File: src/pkg/ccd_seq_pkg.sv
`default_nettype none
package ccd_seq_pkg;
	localparam int CLK_MHZ          = 200;
	localparam int T_SHUTTER_NS     = 2000;
	localparam int T_PD_XFER_NS     = 6000;
	localparam int T_VSHIFT_NS      = 4000;
	localparam int T_EXTENDED_RANGE_BINNING_DUAL_NS   = 124900;
	localparam int T_EXTENDED_RANGE_BINNING_SINGLE_NS = 217400;
	localparam int SHUT_CYC    = (T_SHUTTER_NS * CLK_MHZ + 999) / 1000;
	localparam int XFER_CYC    = (T_PD_XFER_NS * CLK_MHZ + 999) / 1000;
	localparam int VSHIFT_CYC  = (T_VSHIFT_NS * CLK_MHZ + 999) / 1000;
	localparam int XL_DUAL_CYC = (T_EXTENDED_RANGE_BINNING_DUAL_NS * CLK_MHZ + 999) / 1000;
	localparam int XL_SNGL_CYC = (T_EXTENDED_RANGE_BINNING_SINGLE_NS * CLK_MHZ + 999) / 1000;
	localparam int ID_SETTLE_DEF = 1000;
	localparam int LW = 12;
	localparam int PW = 13;
	localparam int CW = 22;

	localparam logic [LW-1:0] NV_FULL_SPLIT = 12'h672;
	localparam logic [LW-1:0] NV_FULL_WHOLE = 12'hCCE;
	localparam logic [LW-1:0] NV_QTR_SPLIT  = 12'h339;
	localparam logic [LW-1:0] NV_QTR_WHOLE  = 12'h667;
	localparam logic [PW-1:0] NH_FULL_HALF  = 13'h09AD;
	localparam logic [PW-1:0] NH_FULL_WHOLE = 13'h134F;
	localparam logic [PW-1:0] NH_QTR_HALF   = 13'h04D6;
	localparam logic [PW-1:0] NH_QTR_WHOLE  = 13'h09A7;

	localparam logic [7:0] ADDR_CTRL     = 8'h00;
	localparam logic [7:0] ADDR_STATUS   = 8'h04;
	localparam logic [7:0] ADDR_EXPOSURE = 8'h08;
	localparam logic [7:0] ADDR_WINDOW   = 8'h0C;
	localparam logic [7:0] ADDR_TRAIL    = 8'h10;
	localparam logic [7:0] ADDR_SAMPLE   = 8'h14;
	localparam logic [7:0] ADDR_REPEAT   = 8'h18;
	localparam logic [7:0] ADDR_TIMING   = 8'h1C;
	localparam logic [7:0] ADDR_FRAMEOVH = 8'h20;

	localparam int CTRL_START = 0;
	localparam int CTRL_SHUT  = 1;
	localparam int CTRL_CONT  = 2;
	localparam int CTRL_STOP  = 3;
	localparam int CTRL_TYPE  = 4;
	localparam int CTRL_OUT   = 6;
	localparam int CTRL_RES   = 8;
	localparam int ST_BUSY    = 0;
	localparam int ST_CFGERR  = 1;
	localparam int ST_IDDONE  = 2;
	localparam int ST_IDLVL   = 3;
	localparam int ST_FCNT    = 16;
	localparam int HI_FIELD   = 16;
	localparam int DIV_FIELD  = 16;

	localparam logic [15:0] RST_LINE_OVH  = 16'h0FA0;
	localparam logic [7:0]  RST_PIX_DIV   = 8'h05;
	localparam logic [15:0] RST_FRAME_OVH = 16'h1F40;

	typedef enum logic [1:0] {
		OUT_QUAD = 2'h0, OUT_DUAL_AC = 2'h1, OUT_DUAL_AB = 2'h2, OUT_SINGLE = 2'h3
	} outMode_t;
	typedef enum logic [1:0] {
		RES_FULL = 2'h0, RES_QUARTER = 2'h1, RES_EXTENDED_RANGE_BINNING = 2'h2
	} res_t;
	typedef enum logic [1:0] {
		RT_FULL = 2'h0, RT_WINDOW = 2'h1, RT_SUB = 2'h2
	} readType_t;
	typedef enum logic [7:0] {
		S_IDLE = 8'h01, S_SHUT = 8'h02, S_EXPO = 8'h04, S_XFER = 8'h08,
		S_SEG  = 8'h10, S_LOVH = 8'h20, S_LPIX = 8'h40, S_FOVH = 8'h80
	} seqState_t;

	typedef struct packed {
		logic        psel;
		logic        penable;
		logic        pwrite;
		logic [7:0]  paddr;
		logic [31:0] pwdata;
	} apbReq_t;
	typedef struct packed {
		logic [31:0] prdata;
		logic        pready;
		logic        pslverr;
	} apbRsp_t;
	typedef struct packed {
		logic shutter;
		logic transfer;
		logic vShift;
		logic dumpGatePairOne;
		logic dumpGatePairTwo;
		logic hClk;
		logic pixStrobe;
		logic lineRead;
		logic frameActive;
		logic idSense;
	} sensorPins_t;

	function automatic logic [LW-1:0] nvOf(outMode_t o, res_t r);
		logic split;
		split = (o == OUT_QUAD) || (o == OUT_DUAL_AC);
		if (r == RES_FULL)
			return split ? NV_FULL_SPLIT : NV_FULL_WHOLE;
		return split ? NV_QTR_SPLIT : NV_QTR_WHOLE;
	endfunction

	function automatic logic [PW-1:0] nhOf(outMode_t o, res_t r);
		logic half;
		half = (o == OUT_QUAD) || (o == OUT_DUAL_AB);
		if (r == RES_FULL)
			return half ? NH_FULL_HALF : NH_FULL_WHOLE;
		return half ? NH_QTR_HALF : NH_QTR_WHOLE;
	endfunction
endpackage
`default_nettype wire

File: src/rtl/ccd_readout_sequencer.sv
// Design decisions made here: the APB slave port and the address map.
`timescale 1ns/10ps
`default_nettype none
module ccd_readout_sequencer
	import ccd_seq_pkg::*;
#(
	parameter int ID_SETTLE_CYC = ID_SETTLE_DEF
) (
	input  wire logic        core_clk,
	input  wire logic        reset,
	input  wire apbReq_t     apbReq,
	output var  apbRsp_t     apbRsp,
	input  wire logic        idResistorLevel,
	output var  sensorPins_t sensorPins
);
	typedef struct packed {
		seqState_t   st;
		logic [CW-1:0] cyc;
		logic [CW-1:0] lenCnt;
		logic [PW-1:0] pix;
		logic [7:0]  div;
		logic [1:0]  segIdx;
		logic [LW-1:0] segLeft;
		logic [LW-1:0] repLeft;
		logic [LW-1:0] linesDone;
		logic        dumpLine;
		logic        startReq;
		logic        stopReq;
		logic        shutterEn;
		logic        contMode;
		readType_t   rtype;
		outMode_t    outMode;
		res_t        res;
		logic [LW-1:0] expLines;
		logic [LW-1:0] lead;
		logic [LW-1:0] win;
		logic [LW-1:0] trail;
		logic [LW-1:0] skip;
		logic [LW-1:0] rd;
		logic [LW-1:0] rep;
		logic [15:0] lineOvh;
		logic [7:0]  pixDiv;
		logic [15:0] frameOvh;
		logic        cfgErr;
		logic [15:0] frameCnt;
		logic [2:0]  idSync;
		logic        idFilt;
		logic        idLevel;
		logic        idDone;
		logic [15:0] idCnt;
		logic [31:0] prdata;
		sensorPins_t pins;
	} ctrlState_t;

	ctrlState_t s_r;
	ctrlState_t s_nxt;

	logic [LW-1:0] nvSel;
	logic [PW-1:0] nhSel;
	logic [CW-1:0] lineCyc;
	logic [13:0]   winSum;
	logic [13:0]   halfNv;
	logic [13:0]   leadWin;
	logic [25:0]   subSum;
	logic          placeOk;
	logic          xldrOk;
	logic          typeOk;
	logic          cfgOk;
	logic          mapped;
	logic [31:0]   rdMux;
	logic          wrEn;

	assign nvSel   = nvOf(s_r.outMode, s_r.res);
	assign nhSel   = nhOf(s_r.outMode, s_r.res);
	assign lineCyc = CW'(s_r.lineOvh) + CW'(nhSel) * CW'(s_r.pixDiv);
	assign winSum  = 14'(s_r.lead) + 14'(s_r.win) + 14'(s_r.trail);
	assign halfNv  = 14'(nvSel >> 1);
	assign leadWin = 14'(s_r.lead) + 14'(s_r.win);
	assign subSum  = 26'(s_r.rep) * (26'(s_r.skip) + 26'(s_r.rd));
	// the vertical register splits in the middle in these modes
	assign placeOk = !(s_r.outMode == OUT_QUAD
		|| s_r.outMode == OUT_DUAL_AC)
		|| leadWin <= halfNv || 14'(s_r.lead) >= halfNv
		|| 14'(s_r.lead) + leadWin == 14'(nvSel);
	assign xldrOk = s_r.res != RES_EXTENDED_RANGE_BINNING
		|| lineCyc >= ((s_r.outMode == OUT_DUAL_AB
		|| s_r.outMode == OUT_SINGLE) ? CW'(XL_SNGL_CYC)
		: CW'(XL_DUAL_CYC));
	always_comb begin
		case (s_r.rtype)
			RT_FULL:   typeOk = 1'b1;
			RT_WINDOW: typeOk = winSum >= 14'(nvSel) && placeOk;
			RT_SUB:    typeOk = subSum >= 26'(nvSel) && s_r.rep != '0;
			default:   typeOk = 1'b0;
		endcase
	end
	assign cfgOk = typeOk && xldrOk && s_r.pixDiv != '0
		&& s_r.lineOvh >= 16'(VSHIFT_CYC);

	function automatic logic [LW-1:0] segLen(ctrlState_t c, logic [1:0] i);
		case (c.rtype)
			RT_WINDOW: segLen = (i == 2'h0) ? c.lead
				: (i == 2'h1) ? c.win : c.trail;
			RT_SUB:    segLen = (i == 2'h0) ? c.skip : c.rd;
			default:   segLen = nvOf(c.outMode, c.res);
		endcase
	endfunction

	function automatic logic segDump(ctrlState_t c, logic [1:0] i);
		case (c.rtype)
			RT_WINDOW: segDump = i != 2'h1;
			RT_SUB:    segDump = i == 2'h0;
			default:   segDump = 1'b0;
		endcase
	endfunction

	// only the first segment length and the repeat count are latched here; later segments read the live registers
	function automatic ctrlState_t frameStart(ctrlState_t c);
		ctrlState_t f;
		f = c;
		f.segIdx    = 2'h0;
		f.segLeft   = segLen(c, 2'h0);
		f.repLeft   = c.rep;
		f.linesDone = '0;
		f.cyc       = '0;
		f.st        = c.shutterEn ? S_SHUT : S_XFER;
		return f;
	endfunction

	always_comb begin
		mapped = 1'b1;
		rdMux  = '0;
		case (apbReq.paddr)
			ADDR_CTRL: begin
				rdMux[CTRL_START]    = s_r.startReq;
				rdMux[CTRL_SHUT]     = s_r.shutterEn;
				rdMux[CTRL_CONT]     = s_r.contMode;
				rdMux[CTRL_STOP]     = s_r.stopReq;
				rdMux[CTRL_TYPE+:2]  = s_r.rtype;
				rdMux[CTRL_OUT+:2]   = s_r.outMode;
				rdMux[CTRL_RES+:2]   = s_r.res;
			end
			ADDR_STATUS: begin
				rdMux[ST_BUSY]       = s_r.st != S_IDLE;
				rdMux[ST_CFGERR]     = s_r.cfgErr;
				rdMux[ST_IDDONE]     = s_r.idDone;
				rdMux[ST_IDLVL]      = s_r.idLevel;
				rdMux[ST_FCNT+:16]   = s_r.frameCnt;
			end
			ADDR_EXPOSURE: rdMux[LW-1:0] = s_r.expLines;
			ADDR_WINDOW: begin
				rdMux[LW-1:0]           = s_r.lead;
				rdMux[HI_FIELD+:LW]     = s_r.win;
			end
			ADDR_TRAIL: rdMux[LW-1:0] = s_r.trail;
			ADDR_SAMPLE: begin
				rdMux[LW-1:0]           = s_r.skip;
				rdMux[HI_FIELD+:LW]     = s_r.rd;
			end
			ADDR_REPEAT: rdMux[LW-1:0] = s_r.rep;
			ADDR_TIMING: begin
				rdMux[15:0]             = s_r.lineOvh;
				rdMux[DIV_FIELD+:8]     = s_r.pixDiv;
			end
			ADDR_FRAMEOVH: rdMux[15:0] = s_r.frameOvh;
			default: mapped = 1'b0;
		endcase
	end

	assign wrEn = apbReq.psel && apbReq.penable && apbReq.pwrite && mapped;
	assign apbRsp.pready  = apbReq.psel && apbReq.penable;
	assign apbRsp.pslverr = apbReq.psel && apbReq.penable && !mapped;
	assign apbRsp.prdata  = s_r.prdata;
	assign sensorPins     = s_r.pins;

	always_comb begin
		s_nxt = s_r;
		s_nxt.idSync = {s_r.idSync[1:0], idResistorLevel};
		if (s_r.idSync[1] == s_r.idSync[2])
			s_nxt.idFilt = s_r.idSync[2];
		if (!s_r.idDone) begin
			if (s_r.idCnt == 16'(ID_SETTLE_CYC - 1)) begin
				s_nxt.idDone  = 1'b1;
				s_nxt.idLevel = s_r.idFilt;
			end else begin
				s_nxt.idCnt = s_r.idCnt + 16'h0001;
			end
		end
		if (apbReq.psel && !apbReq.penable)
			s_nxt.prdata = rdMux;
		if (wrEn) begin
			case (apbReq.paddr)
				ADDR_CTRL: begin
					s_nxt.startReq  = apbReq.pwdata[CTRL_START]
						&& s_r.st == S_IDLE;
					s_nxt.stopReq   = apbReq.pwdata[CTRL_STOP];
					s_nxt.shutterEn = apbReq.pwdata[CTRL_SHUT];
					s_nxt.contMode  = apbReq.pwdata[CTRL_CONT];
					s_nxt.rtype     =
						readType_t'(apbReq.pwdata[CTRL_TYPE+:2]);
					s_nxt.outMode   =
						outMode_t'(apbReq.pwdata[CTRL_OUT+:2]);
					s_nxt.res       = res_t'(apbReq.pwdata[CTRL_RES+:2]);
				end
				ADDR_STATUS:
					if (apbReq.pwdata[ST_CFGERR])
						s_nxt.cfgErr = 1'b0;
				ADDR_EXPOSURE: s_nxt.expLines = apbReq.pwdata[LW-1:0];
				ADDR_WINDOW: begin
					s_nxt.lead = apbReq.pwdata[LW-1:0];
					s_nxt.win  = apbReq.pwdata[HI_FIELD+:LW];
				end
				ADDR_TRAIL: s_nxt.trail = apbReq.pwdata[LW-1:0];
				ADDR_SAMPLE: begin
					s_nxt.skip = apbReq.pwdata[LW-1:0];
					s_nxt.rd   = apbReq.pwdata[HI_FIELD+:LW];
				end
				ADDR_REPEAT: s_nxt.rep = apbReq.pwdata[LW-1:0];
				ADDR_TIMING: begin
					s_nxt.lineOvh = apbReq.pwdata[15:0];
					s_nxt.pixDiv  = apbReq.pwdata[DIV_FIELD+:8];
				end
				ADDR_FRAMEOVH: s_nxt.frameOvh = apbReq.pwdata[15:0];
				default: ;
			endcase
		end

		case (s_r.st)
			S_IDLE:
				if (s_r.startReq) begin
					s_nxt.startReq = 1'b0;
					if (cfgOk)
						s_nxt = frameStart(s_nxt);
					else
						s_nxt.cfgErr = 1'b1;
				end
			S_SHUT:
				if (s_r.cyc == CW'(SHUT_CYC - 1)) begin
					s_nxt.cyc = '0;
					s_nxt.st  = (s_r.expLines == '0) ? S_XFER : S_EXPO;
				end else begin
					s_nxt.cyc = s_r.cyc + 1'b1;
				end
			S_EXPO:
				if (s_r.cyc == lineCyc - 1'b1) begin
					s_nxt.cyc       = '0;
					s_nxt.linesDone = s_r.linesDone + 1'b1;
					if (s_r.linesDone == s_r.expLines - 1'b1)
						s_nxt.st = S_XFER;
				end else begin
					s_nxt.cyc = s_r.cyc + 1'b1;
				end
			S_XFER:
				if (s_r.cyc == CW'(XFER_CYC - 1)) begin
					s_nxt.cyc = '0;
					s_nxt.st  = S_SEG;
				end else begin
					s_nxt.cyc = s_r.cyc + 1'b1;
				end
			S_SEG:
				if (s_r.segLeft != '0) begin
					s_nxt.st       = S_LOVH;
					s_nxt.cyc      = '0;
					s_nxt.lenCnt   = '0;
					s_nxt.dumpLine = segDump(s_r, s_r.segIdx);
				end else if (s_r.rtype == RT_WINDOW && s_r.segIdx != 2'h2)
						begin
					s_nxt.segIdx  = s_r.segIdx + 2'h1;
					s_nxt.segLeft = segLen(s_r, s_r.segIdx + 2'h1);
				end else if (s_r.rtype == RT_SUB && s_r.segIdx == 2'h0) begin
					s_nxt.segIdx  = 2'h1;
					s_nxt.segLeft = s_r.rd;
				end else if (s_r.rtype == RT_SUB && s_r.repLeft > 1) begin
					s_nxt.segIdx  = 2'h0;
					s_nxt.segLeft = s_r.skip;
					s_nxt.repLeft = s_r.repLeft - 1'b1;
				end else begin
					s_nxt.st  = S_FOVH;
					s_nxt.cyc = '0;
				end
			S_LOVH: begin
				s_nxt.lenCnt = s_r.lenCnt + 1'b1;
				if (s_r.cyc == CW'(s_r.lineOvh) - 1'b1) begin
					s_nxt.segLeft = s_r.segLeft - 1'b1;
					s_nxt.pix     = '0;
					s_nxt.div     = '0;
					// dumped lines skip the horizontal shifts entirely
					s_nxt.st      = s_r.dumpLine ? S_SEG : S_LPIX;
				end else begin
					s_nxt.cyc = s_r.cyc + 1'b1;
				end
			end
			S_LPIX: begin
				s_nxt.lenCnt = s_r.lenCnt + 1'b1;
				if (s_r.div == s_r.pixDiv - 8'h01) begin
					s_nxt.div = '0;
					if (s_r.pix == nhSel - 1'b1)
						s_nxt.st = S_SEG;
					else
						s_nxt.pix = s_r.pix + 1'b1;
				end else begin
					s_nxt.div = s_r.div + 8'h01;
				end
			end
			S_FOVH:
				if (s_r.cyc == CW'(s_r.frameOvh)) begin
					s_nxt.frameCnt = s_r.frameCnt + 16'h0001;
					if (s_r.contMode && !s_r.stopReq && cfgOk) begin
						s_nxt = frameStart(s_nxt);
					end else begin
						s_nxt.st      = S_IDLE;
						s_nxt.stopReq = 1'b0;
					end
				end else begin
					s_nxt.cyc = s_r.cyc + 1'b1;
				end
			default: s_nxt.st = S_IDLE;
		endcase

		s_nxt.pins.shutter  = s_nxt.st == S_SHUT;
		s_nxt.pins.transfer = s_nxt.st == S_XFER;
		s_nxt.pins.vShift   = s_nxt.st == S_LOVH
			&& s_nxt.cyc < CW'(VSHIFT_CYC);
		s_nxt.pins.dumpGatePairOne = s_nxt.st == S_LOVH
			&& s_nxt.dumpLine;
		s_nxt.pins.dumpGatePairTwo = s_nxt.st == S_LOVH
			&& s_nxt.dumpLine;
		s_nxt.pins.hClk      = s_nxt.st == S_LPIX
			&& s_nxt.div < ((s_nxt.pixDiv + 8'h01) >> 1);
		s_nxt.pins.pixStrobe = s_nxt.st == S_LPIX && s_nxt.div == '0;
		s_nxt.pins.lineRead  = s_nxt.st == S_LPIX;
		s_nxt.pins.frameActive = s_nxt.st != S_IDLE;
		s_nxt.pins.idSense   = !s_nxt.idDone;
	end

	always_ff @(posedge core_clk or posedge reset) begin
		if (reset) begin
			s_r          <= '0;
			s_r.st       <= S_IDLE;
			s_r.lineOvh  <= RST_LINE_OVH;
			s_r.pixDiv   <= RST_PIX_DIV;
			s_r.frameOvh <= RST_FRAME_OVH;
			s_r.pins.idSense <= 1'b1;
		end else begin
			s_r <= s_nxt;
		end
	end

	// pulse widths run past the longest plain delay, so count them here
	logic [CW-1:0] shutRun;
	logic [CW-1:0] xferRun;
	always_ff @(posedge core_clk or posedge reset) begin
		if (reset) begin
			shutRun <= '0;
			xferRun <= '0;
		end else begin
			shutRun <= sensorPins.shutter ? shutRun + 1'b1 : '0;
			xferRun <= sensorPins.transfer ? xferRun + 1'b1 : '0;
		end
	end
endmodule
`default_nettype wire

File: config.mk
export PLATFORM = sky130hd
export DESIGN_NAME = ccd_readout_sequencer
export DESIGN_NICKNAME = d
export VERILOG_FILES = /design/src/pkg/ccd_seq_pkg.sv /design/src/rtl/ccd_readout_sequencer.sv
export SDC_FILE = /design/constraint.sdc
export NUM_CORES = 2
export LEC_CHECK = 0
export BUFFER_PORTS_ARGS = -buffer_cell sky130_fd_sc_hd__buf_2
export CAP_MARGIN = 20
export CORE_MARGIN = 8
export CORE_UTILIZATION = 30
export CTS_CLUSTER_SIZE = 12
export DETAILED_ROUTE_END_ITERATION = 16
export HOLD_SLACK_MARGIN = 0.1
export REMOVE_ABC_BUFFERS = 1
export SLEW_MARGIN = 30
export SYNTH_ARGS = -nofsm -noshare
export SYNTH_HDL_FRONTEND = slang
export SYNTH_SLANG_ARGS = --single-unit
File: constraint.sdc
create_clock -name core_clk -period 13.3 [get_ports core_clk]
set_input_delay 2.66 -clock core_clk [delete_from_list [all_inputs] [get_ports core_clk]]
set_output_delay 2.66 -clock core_clk [all_outputs]
set_load 0.05 [all_outputs]
=== After elaboration in Yosys (flattened, before gate mapping) ===
Cells that the tools add are included.

* Flip-flop bits (word level): 304
* Output and inout port bits: 44
* Word-level logic and storage cells: 302

* Add/subtract/negate cells: 20
* Multipliers: 2
* $lt $le $gt $ge: 9
* Eq/ne operators: 58
* Multiplexer cells: 109
* Bitwise gates (word level): 2
* Reduce and logical (&&, ||, !) cells: 59

{| class="wikitable"
|+ Operators by type and width
! kind !! number
|-
| 215-bit case mux with 2 select lines || 1
|-
| 327-bit two-way mux || 1
|-
| 275-bit two-way mux || 1
|-
| 246-bit two-way mux || 1
|-
| 12-bit two-way mux || 19
|-
| 22-bit case mux with 7 select lines || 1
|-
| 135-bit two-way mux || 1
|-
| 30-bit two-way mux || 4
|-
| 22-bit two-way mux || 5
|-
| 105-bit two-way mux || 1
|-
| 21-bit case mux with 4 select lines || 1
|-
| 24-bit two-way mux || 3
|-
| 8-bit two-way mux || 9
|-
| 12-bit case mux with 2 select lines || 3
|-
| 12-bit case mux with 3 select lines || 2
|-
| 13-bit two-way mux || 5
|-
| 8-bit case mux with 8 select lines || 1
|-
| 26-bit two-way mux || 2
|-
| 16-bit two-way mux || 3
|-
| 12-bit case mux with 4 select lines || 1
|-
| 6-bit case mux with 8 select lines || 1
|-
| 22-bit equality test || 2
|-
| 8-bit by 5-bit equality test with 1-bit output, second input constant || 5
|-
| 4-bit case mux with 9 select lines || 1
|-
| 84 further kinds || 185
|}

=== Logic depth before layout (Yosys ltp) ===
* Depth in word-level cells: 26
* Mapped depth: 42
* Mapped depth without buffers: 40

=== Least setup slack after synthesis ===
OpenSTA, ideal clock, no wires.

* Path kind: reg2reg
* Start: reg s_r[134] in the netlist's numbering
* End: reg s_r[251] in the netlist's numbering
* Setup time: 0.121 ns
* Data arrival time: 8.507 ns
* Data required time: 13.179 ns
* Path slack: 4.672 ns
* Stages on the path, launching flop included: 37
* Buffers on the path: 3
* Path through: dfrtp_1 > ha_1 > a21o_1 > a21oi_1 > o21ai_0 > a21oi_1 > o21ai_0 > a21oi_1 > nor2b_1 > o21a_1 > o21ai_0 > nand2b_1 > a21oi_1 > xnor2_1 > clkbuf_1 > and2_1 > fa_1 > fa_1 > fa_1 > fa_1 > inv_1 > fa_1 > inv_1 > ha_1 > clkbuf_1 > nand2_1 > o21a_1 > and2_1 > o21ai_0 > mux2_2 > a41o_1 > a2111oi_0 > o2bb2ai_1 > nor4_2 > clkbuf_1 > o21ai_0 > a22o_1

* Cells in the longest elaborated chain, start to end: 11
* Elaborated cells between the ends (all ways): 12
* Classes of those cells: add/sub (1); mul (1); order compare (1); eq/ne (2); mux (1); reduce/logical (6)

{| class="wikitable"
|+ Ends and longest elaborated chain
! what !! RTL line !! RTL
|-
| start, declared || ccd_readout_sequencer.sv:55 || <nowiki>ctrlState_t s_r;</nowiki>
|-
| start signal, assigned || ccd_readout_sequencer.sv:345 || <nowiki>s_r <= s_nxt;</nowiki>
|-
| 12-bit by 12-bit adder with 13-bit output * || ccd_readout_sequencer.sv:79 || <nowiki>assign subSum = 26'(s_r.rep) * (26'(s_r.skip) + 26'(s_r.rd));</nowiki>
|-
| 12-bit by 13-bit multiplier with 25-bit output * || ccd_readout_sequencer.sv:79 ||
|-
| 25-bit by 12-bit greater-or-equal comparator with 1-bit output * || ccd_readout_sequencer.sv:93 || <nowiki>RT_SUB: typeOk = subSum >= 26'(nvSel) && s_r.rep != '0;</nowiki>
|-
| 1-bit logical AND * || ccd_readout_sequencer.sv:93 ||
|-
| 1-bit case mux with 3 select lines * || ccd_readout_sequencer.sv:90 || <nowiki>case (s_r.rtype)</nowiki>
|-
| 1-bit logical AND * (2 in a row) || ccd_readout_sequencer.sv:97 || <nowiki>assign cfgOk = typeOk && xldrOk && s_r.pixDiv != '0</nowiki>
|-
| 1-bit logical AND * || ccd_readout_sequencer.sv:98 || <nowiki>&& s_r.lineOvh >= 16'(VSHIFT_CYC);</nowiki>
|-
| 1-bit logical AND || ccd_readout_sequencer.sv:308 || <nowiki>if (s_r.contMode && !s_r.stopReq && cfgOk) begin</nowiki>
|-
| 2-bit inequality test (no source line) || -- ||
|-
| 8-bit AND reduction (no source line) * || -- ||
|}

Every way passes the cells marked *; elsewhere a longest branch is shown, timed or not.
A chain may end at the register's enable or synchronous reset.

==> flow_summary.toml <==
[timing]
maxSlewHeadroom_pct = 36.9
worstMarginPinSlew_ns = 0.939
hold_violations = 0
hold-worst-slack_ns = 0.356
min_period_over_period_pct = 80.4
slew_viol_final = 0
fin_crit_ns = 10.70
finalSetupViolCount = 0
tns_ns = 0
fmax_mhz = 93.5
rsz0062_at_grt = "false"
finalClockSkew_ns = 0.0220

[setup_path]
crit_start = "s_r[133]"
cp_slowest_cell = "o211ai_1"
critPathKind = "reg2reg"
max_stage_delay_ns = 0.91
rr_endpoint = "sensorPins[7]"
critPathCapture = "sensorPins[7]"
startpoint_type = "flop"
required_ns = 13.73
crit_arrival_ns = 11.13
end_kind = "flop"
reg2reg_setup_slack_ns = 2.60
r2r_cells = 35
critPathMostFrequentCell = "fa_1"
path_max_fanout = 14
r2r-start = "s_r[133]"

[job]
maxCapViolCount = 0

[layout]
layout.cells.most_common_list = "nand2_1 (326), inv_1 (303), dfrtp_1 (288), ha_1 (251), o21ai_0 (201)"
final_common_cell = "nand2_1"
synthToLayoutAreaGrowth_pct = 8.41
drive_above_1_share_pct = 10.3
nNetsFinal = 3909

[drt]
vias = 26200
firstDrtPassIters = 6
drt_iter0_drc = 2298
drcViolationCount = 0
antenna_left = 0
totalWireLength_um = 99700
wl_per_cell_um = 20.7
routed_via_density = 5.43

[synthesis]
syn_area_mm2 = 0.0311
synth.ff_latch_count = 304
synth_edf_count = 0
synth_top_area_cell = "dfrtp_1"
ys_warn_count = 0
ys_seq_area_share_pct = 24.5
synth.distinct_cells = 93
ys_async_sr_fraction_pct = 100
synth_top_cells_by_area = "dfrtp_1 (23%), fa_1 (13%), ha_1 (10%), mux2_2 (4.7%), nand2_1 (3.9%)"
syn-instance-count = 3469
yosys.area.top_type_share_pct = 23.2
avgSynthCellArea_um2 = 8.96
synth_ff_type = "dfrtp_1"

[floorplan]
die_area_mm2 = 0.114
rows = 118
die_x_um = 338
top_level_ports = 90
die_height_um = 338
coreArea_mm2 = 0.103
initial_utilization_pct = 30.1

[grt]
grt_max_degree = 138
grt_first_pass_wirelength_um = 153000
grt.total_usage_pct = 17.1
overflow = 0
antenna_found_initial = 7
grt_pass1_vias = 25200

[placement]
portBuffers = 85
hpwl_um = 77400
gp_congestion = 0.936

[clock_tree]
cts_root_buf = "clkbuf_16"
cts_buffers = 34
clock_path_buffers = 3
cts_tree = "yes"
cts_setup_buffers = 0
holdBufCountCts = 0
clkSinkCount = 304
cts.clk_slew.worst_paths_ns = 0.06
cts.htree.levels = 2
insertion_delay_ns = 0.56
cts-resized-gates = 0

[power_and_ir_drop]
power_leakage_nw = 16.5
powerDensity_mw_per_mm2 = 58.2
ir_drop_mv = 0.0854

[worst_hold_path]
min_path_type = "reg2reg"

[status]
status = "completed"
flip-flops by register name, summed over array words and instances (netlist names):
register	count
sensorPins	9
apbRsp	32
s_r	263
layout make-up:
| cell class | instances | area, µm² |
|---|---|---|
| Antenna cell | 4 | 10.0 |
| Clock buffer | 53 | 993 |
| Clock inverter | 7 | 104 |
| Fill cell | 10800 | 69500 |
| Inverter | 304 | 1150 |
| Multi-Input combinational cell | 2652 | 21400 |
| Sequential cell | 304 | 7630 |
| Tap cell | 1380 | 1730 |
| Timing Repair Buffer | 119 | 681 |
power by group:
group	switching, mW	internal (mW)
Clock	0.400	0.556
Sequential	0.00281	0.927
Combinational	0.0604	0.0161
Total	0.464	1.50
synthesized netlist by cell type (8+ instances only):
library cell	count
a211oi_1	39
o2111ai_1	9
nand2_1	326
a22oi_1	34
and3_1	36
mux2_2	130
a21boi_0	8
a211o_1	15
o211ai_1	28
o221ai_1	9
a2111oi_0	12
and2_1	101
o31ai_1	8
o21a_1	35
clkbuf_1	146
dfrtp_1	288
xor2_1	74
buf_4	42
fa_1	195
a21o_1	39
nor2b_1	52
a221oi_1	30
ha_1	253
nand2b_1	43
nor3b_1	14
a21oi_1	129
or3_1	26
inv_1	304
buf_1	11
nor4_1	30
a22o_1	17
a31oi_1	29
or4_1	15
nand3b_1	13
a221o_1	12
nor3_1	66
nand4_1	38
nor2_1	180
o22ai_1	26
o21ai_0	201
mux2i_1	41
nand3_1	77
dfstp_2	16
xnor2_1	132
buf_2	10
worst max-delay path: cells and delay by family, from the launching register on:
| family | cells | cell delay [ns] |
|---|---|---|
| AO/OA/AOI/OAI | 11 | 3.67 |
| XOR/XNOR | 2 | 0.78 |
| adder cells (fa/ha/maj) | 9 | 3.71 |
| buffers and inverters | 4 | 0.21 |
| flip-flops | 1 | 0.49 |
| AND/OR/NAND/NOR | 9 | 1.68 |
how the worst min path moves through the flow:
| stage | start | end | slack (ns) | depth (start not counted) |
|---|---|---|---|---|
| 2_1_floorplan | s_r[61] | s_r[62] | 0.33 | 0 |
| 3_3_place_gp | s_r[61] | s_r[62] | 0.34 | 0 |
| 3_5_place_dp | s_r[61] | s_r[62] | 0.34 | 0 |
| 4_1_cts | s_r[61] | s_r[62] | 0.36 | 0 |
| 5_1_grt | s_r[61] | s_r[62] | 0.38 | 0 |
| 6_report | s_r[61] | s_r[62] | 0.36 | 0 |
kinds of logic (layout without fill, tap and decap cells):
group	after synthesis	count (layout)	synth area share (%)
AOI/OAI and AO/OA	762	762	16.5
and+or+nand+nor	1058	1058	17.2
adders and majority gates	449	449	22.8
other	0	4	0
buffers and inverters	513	483	6.74
xor gates and xnor gates	208	208	5.95
muxes	175	175	6.32
DFF	304	304	24.5
stage by stage:
stage / worst slack (ns) / utilization (%) / instance area (µm²) / total power [mW] / instances
2_1_floorplan: 2.26 / - / 30100 / 0.981 / 3260
3_3_place_gp: 2.42 / 31.6 / 32600 / 1.02 / 4759
3_5_place_dp: 2.76 / 31.6 / 32600 / 1.02 / 4759
4_1_cts: 2.72 / 32.6 / 33700 / 1.98 / 4819
5_1_grt: 1.98 / 32.7 / 33700 / 2.02 / 4820
6_report: 2.60 / 32.7 / 33700 / 1.96 / 4823
per-layer routing:
| metal | GRT usage [%] | part of all wire, % | vias up | wire [µm] |
|---|---|---|---|---|
| li1 | - | - | 12000 | - |
| met1 | 24.1 | 45 | 12900 | 45100 |
| met2 | 25.7 | 43 | 988 | 42600 |
| met3 | 3.14 | 7.7 | 216 | 7720 |
| met4 | 6.58 | 4.2 | 2 | 4200 |
| met5 | 0 | 0.013 | - | 13 |
Note: power is estimated with default switching activity, not from simulation.
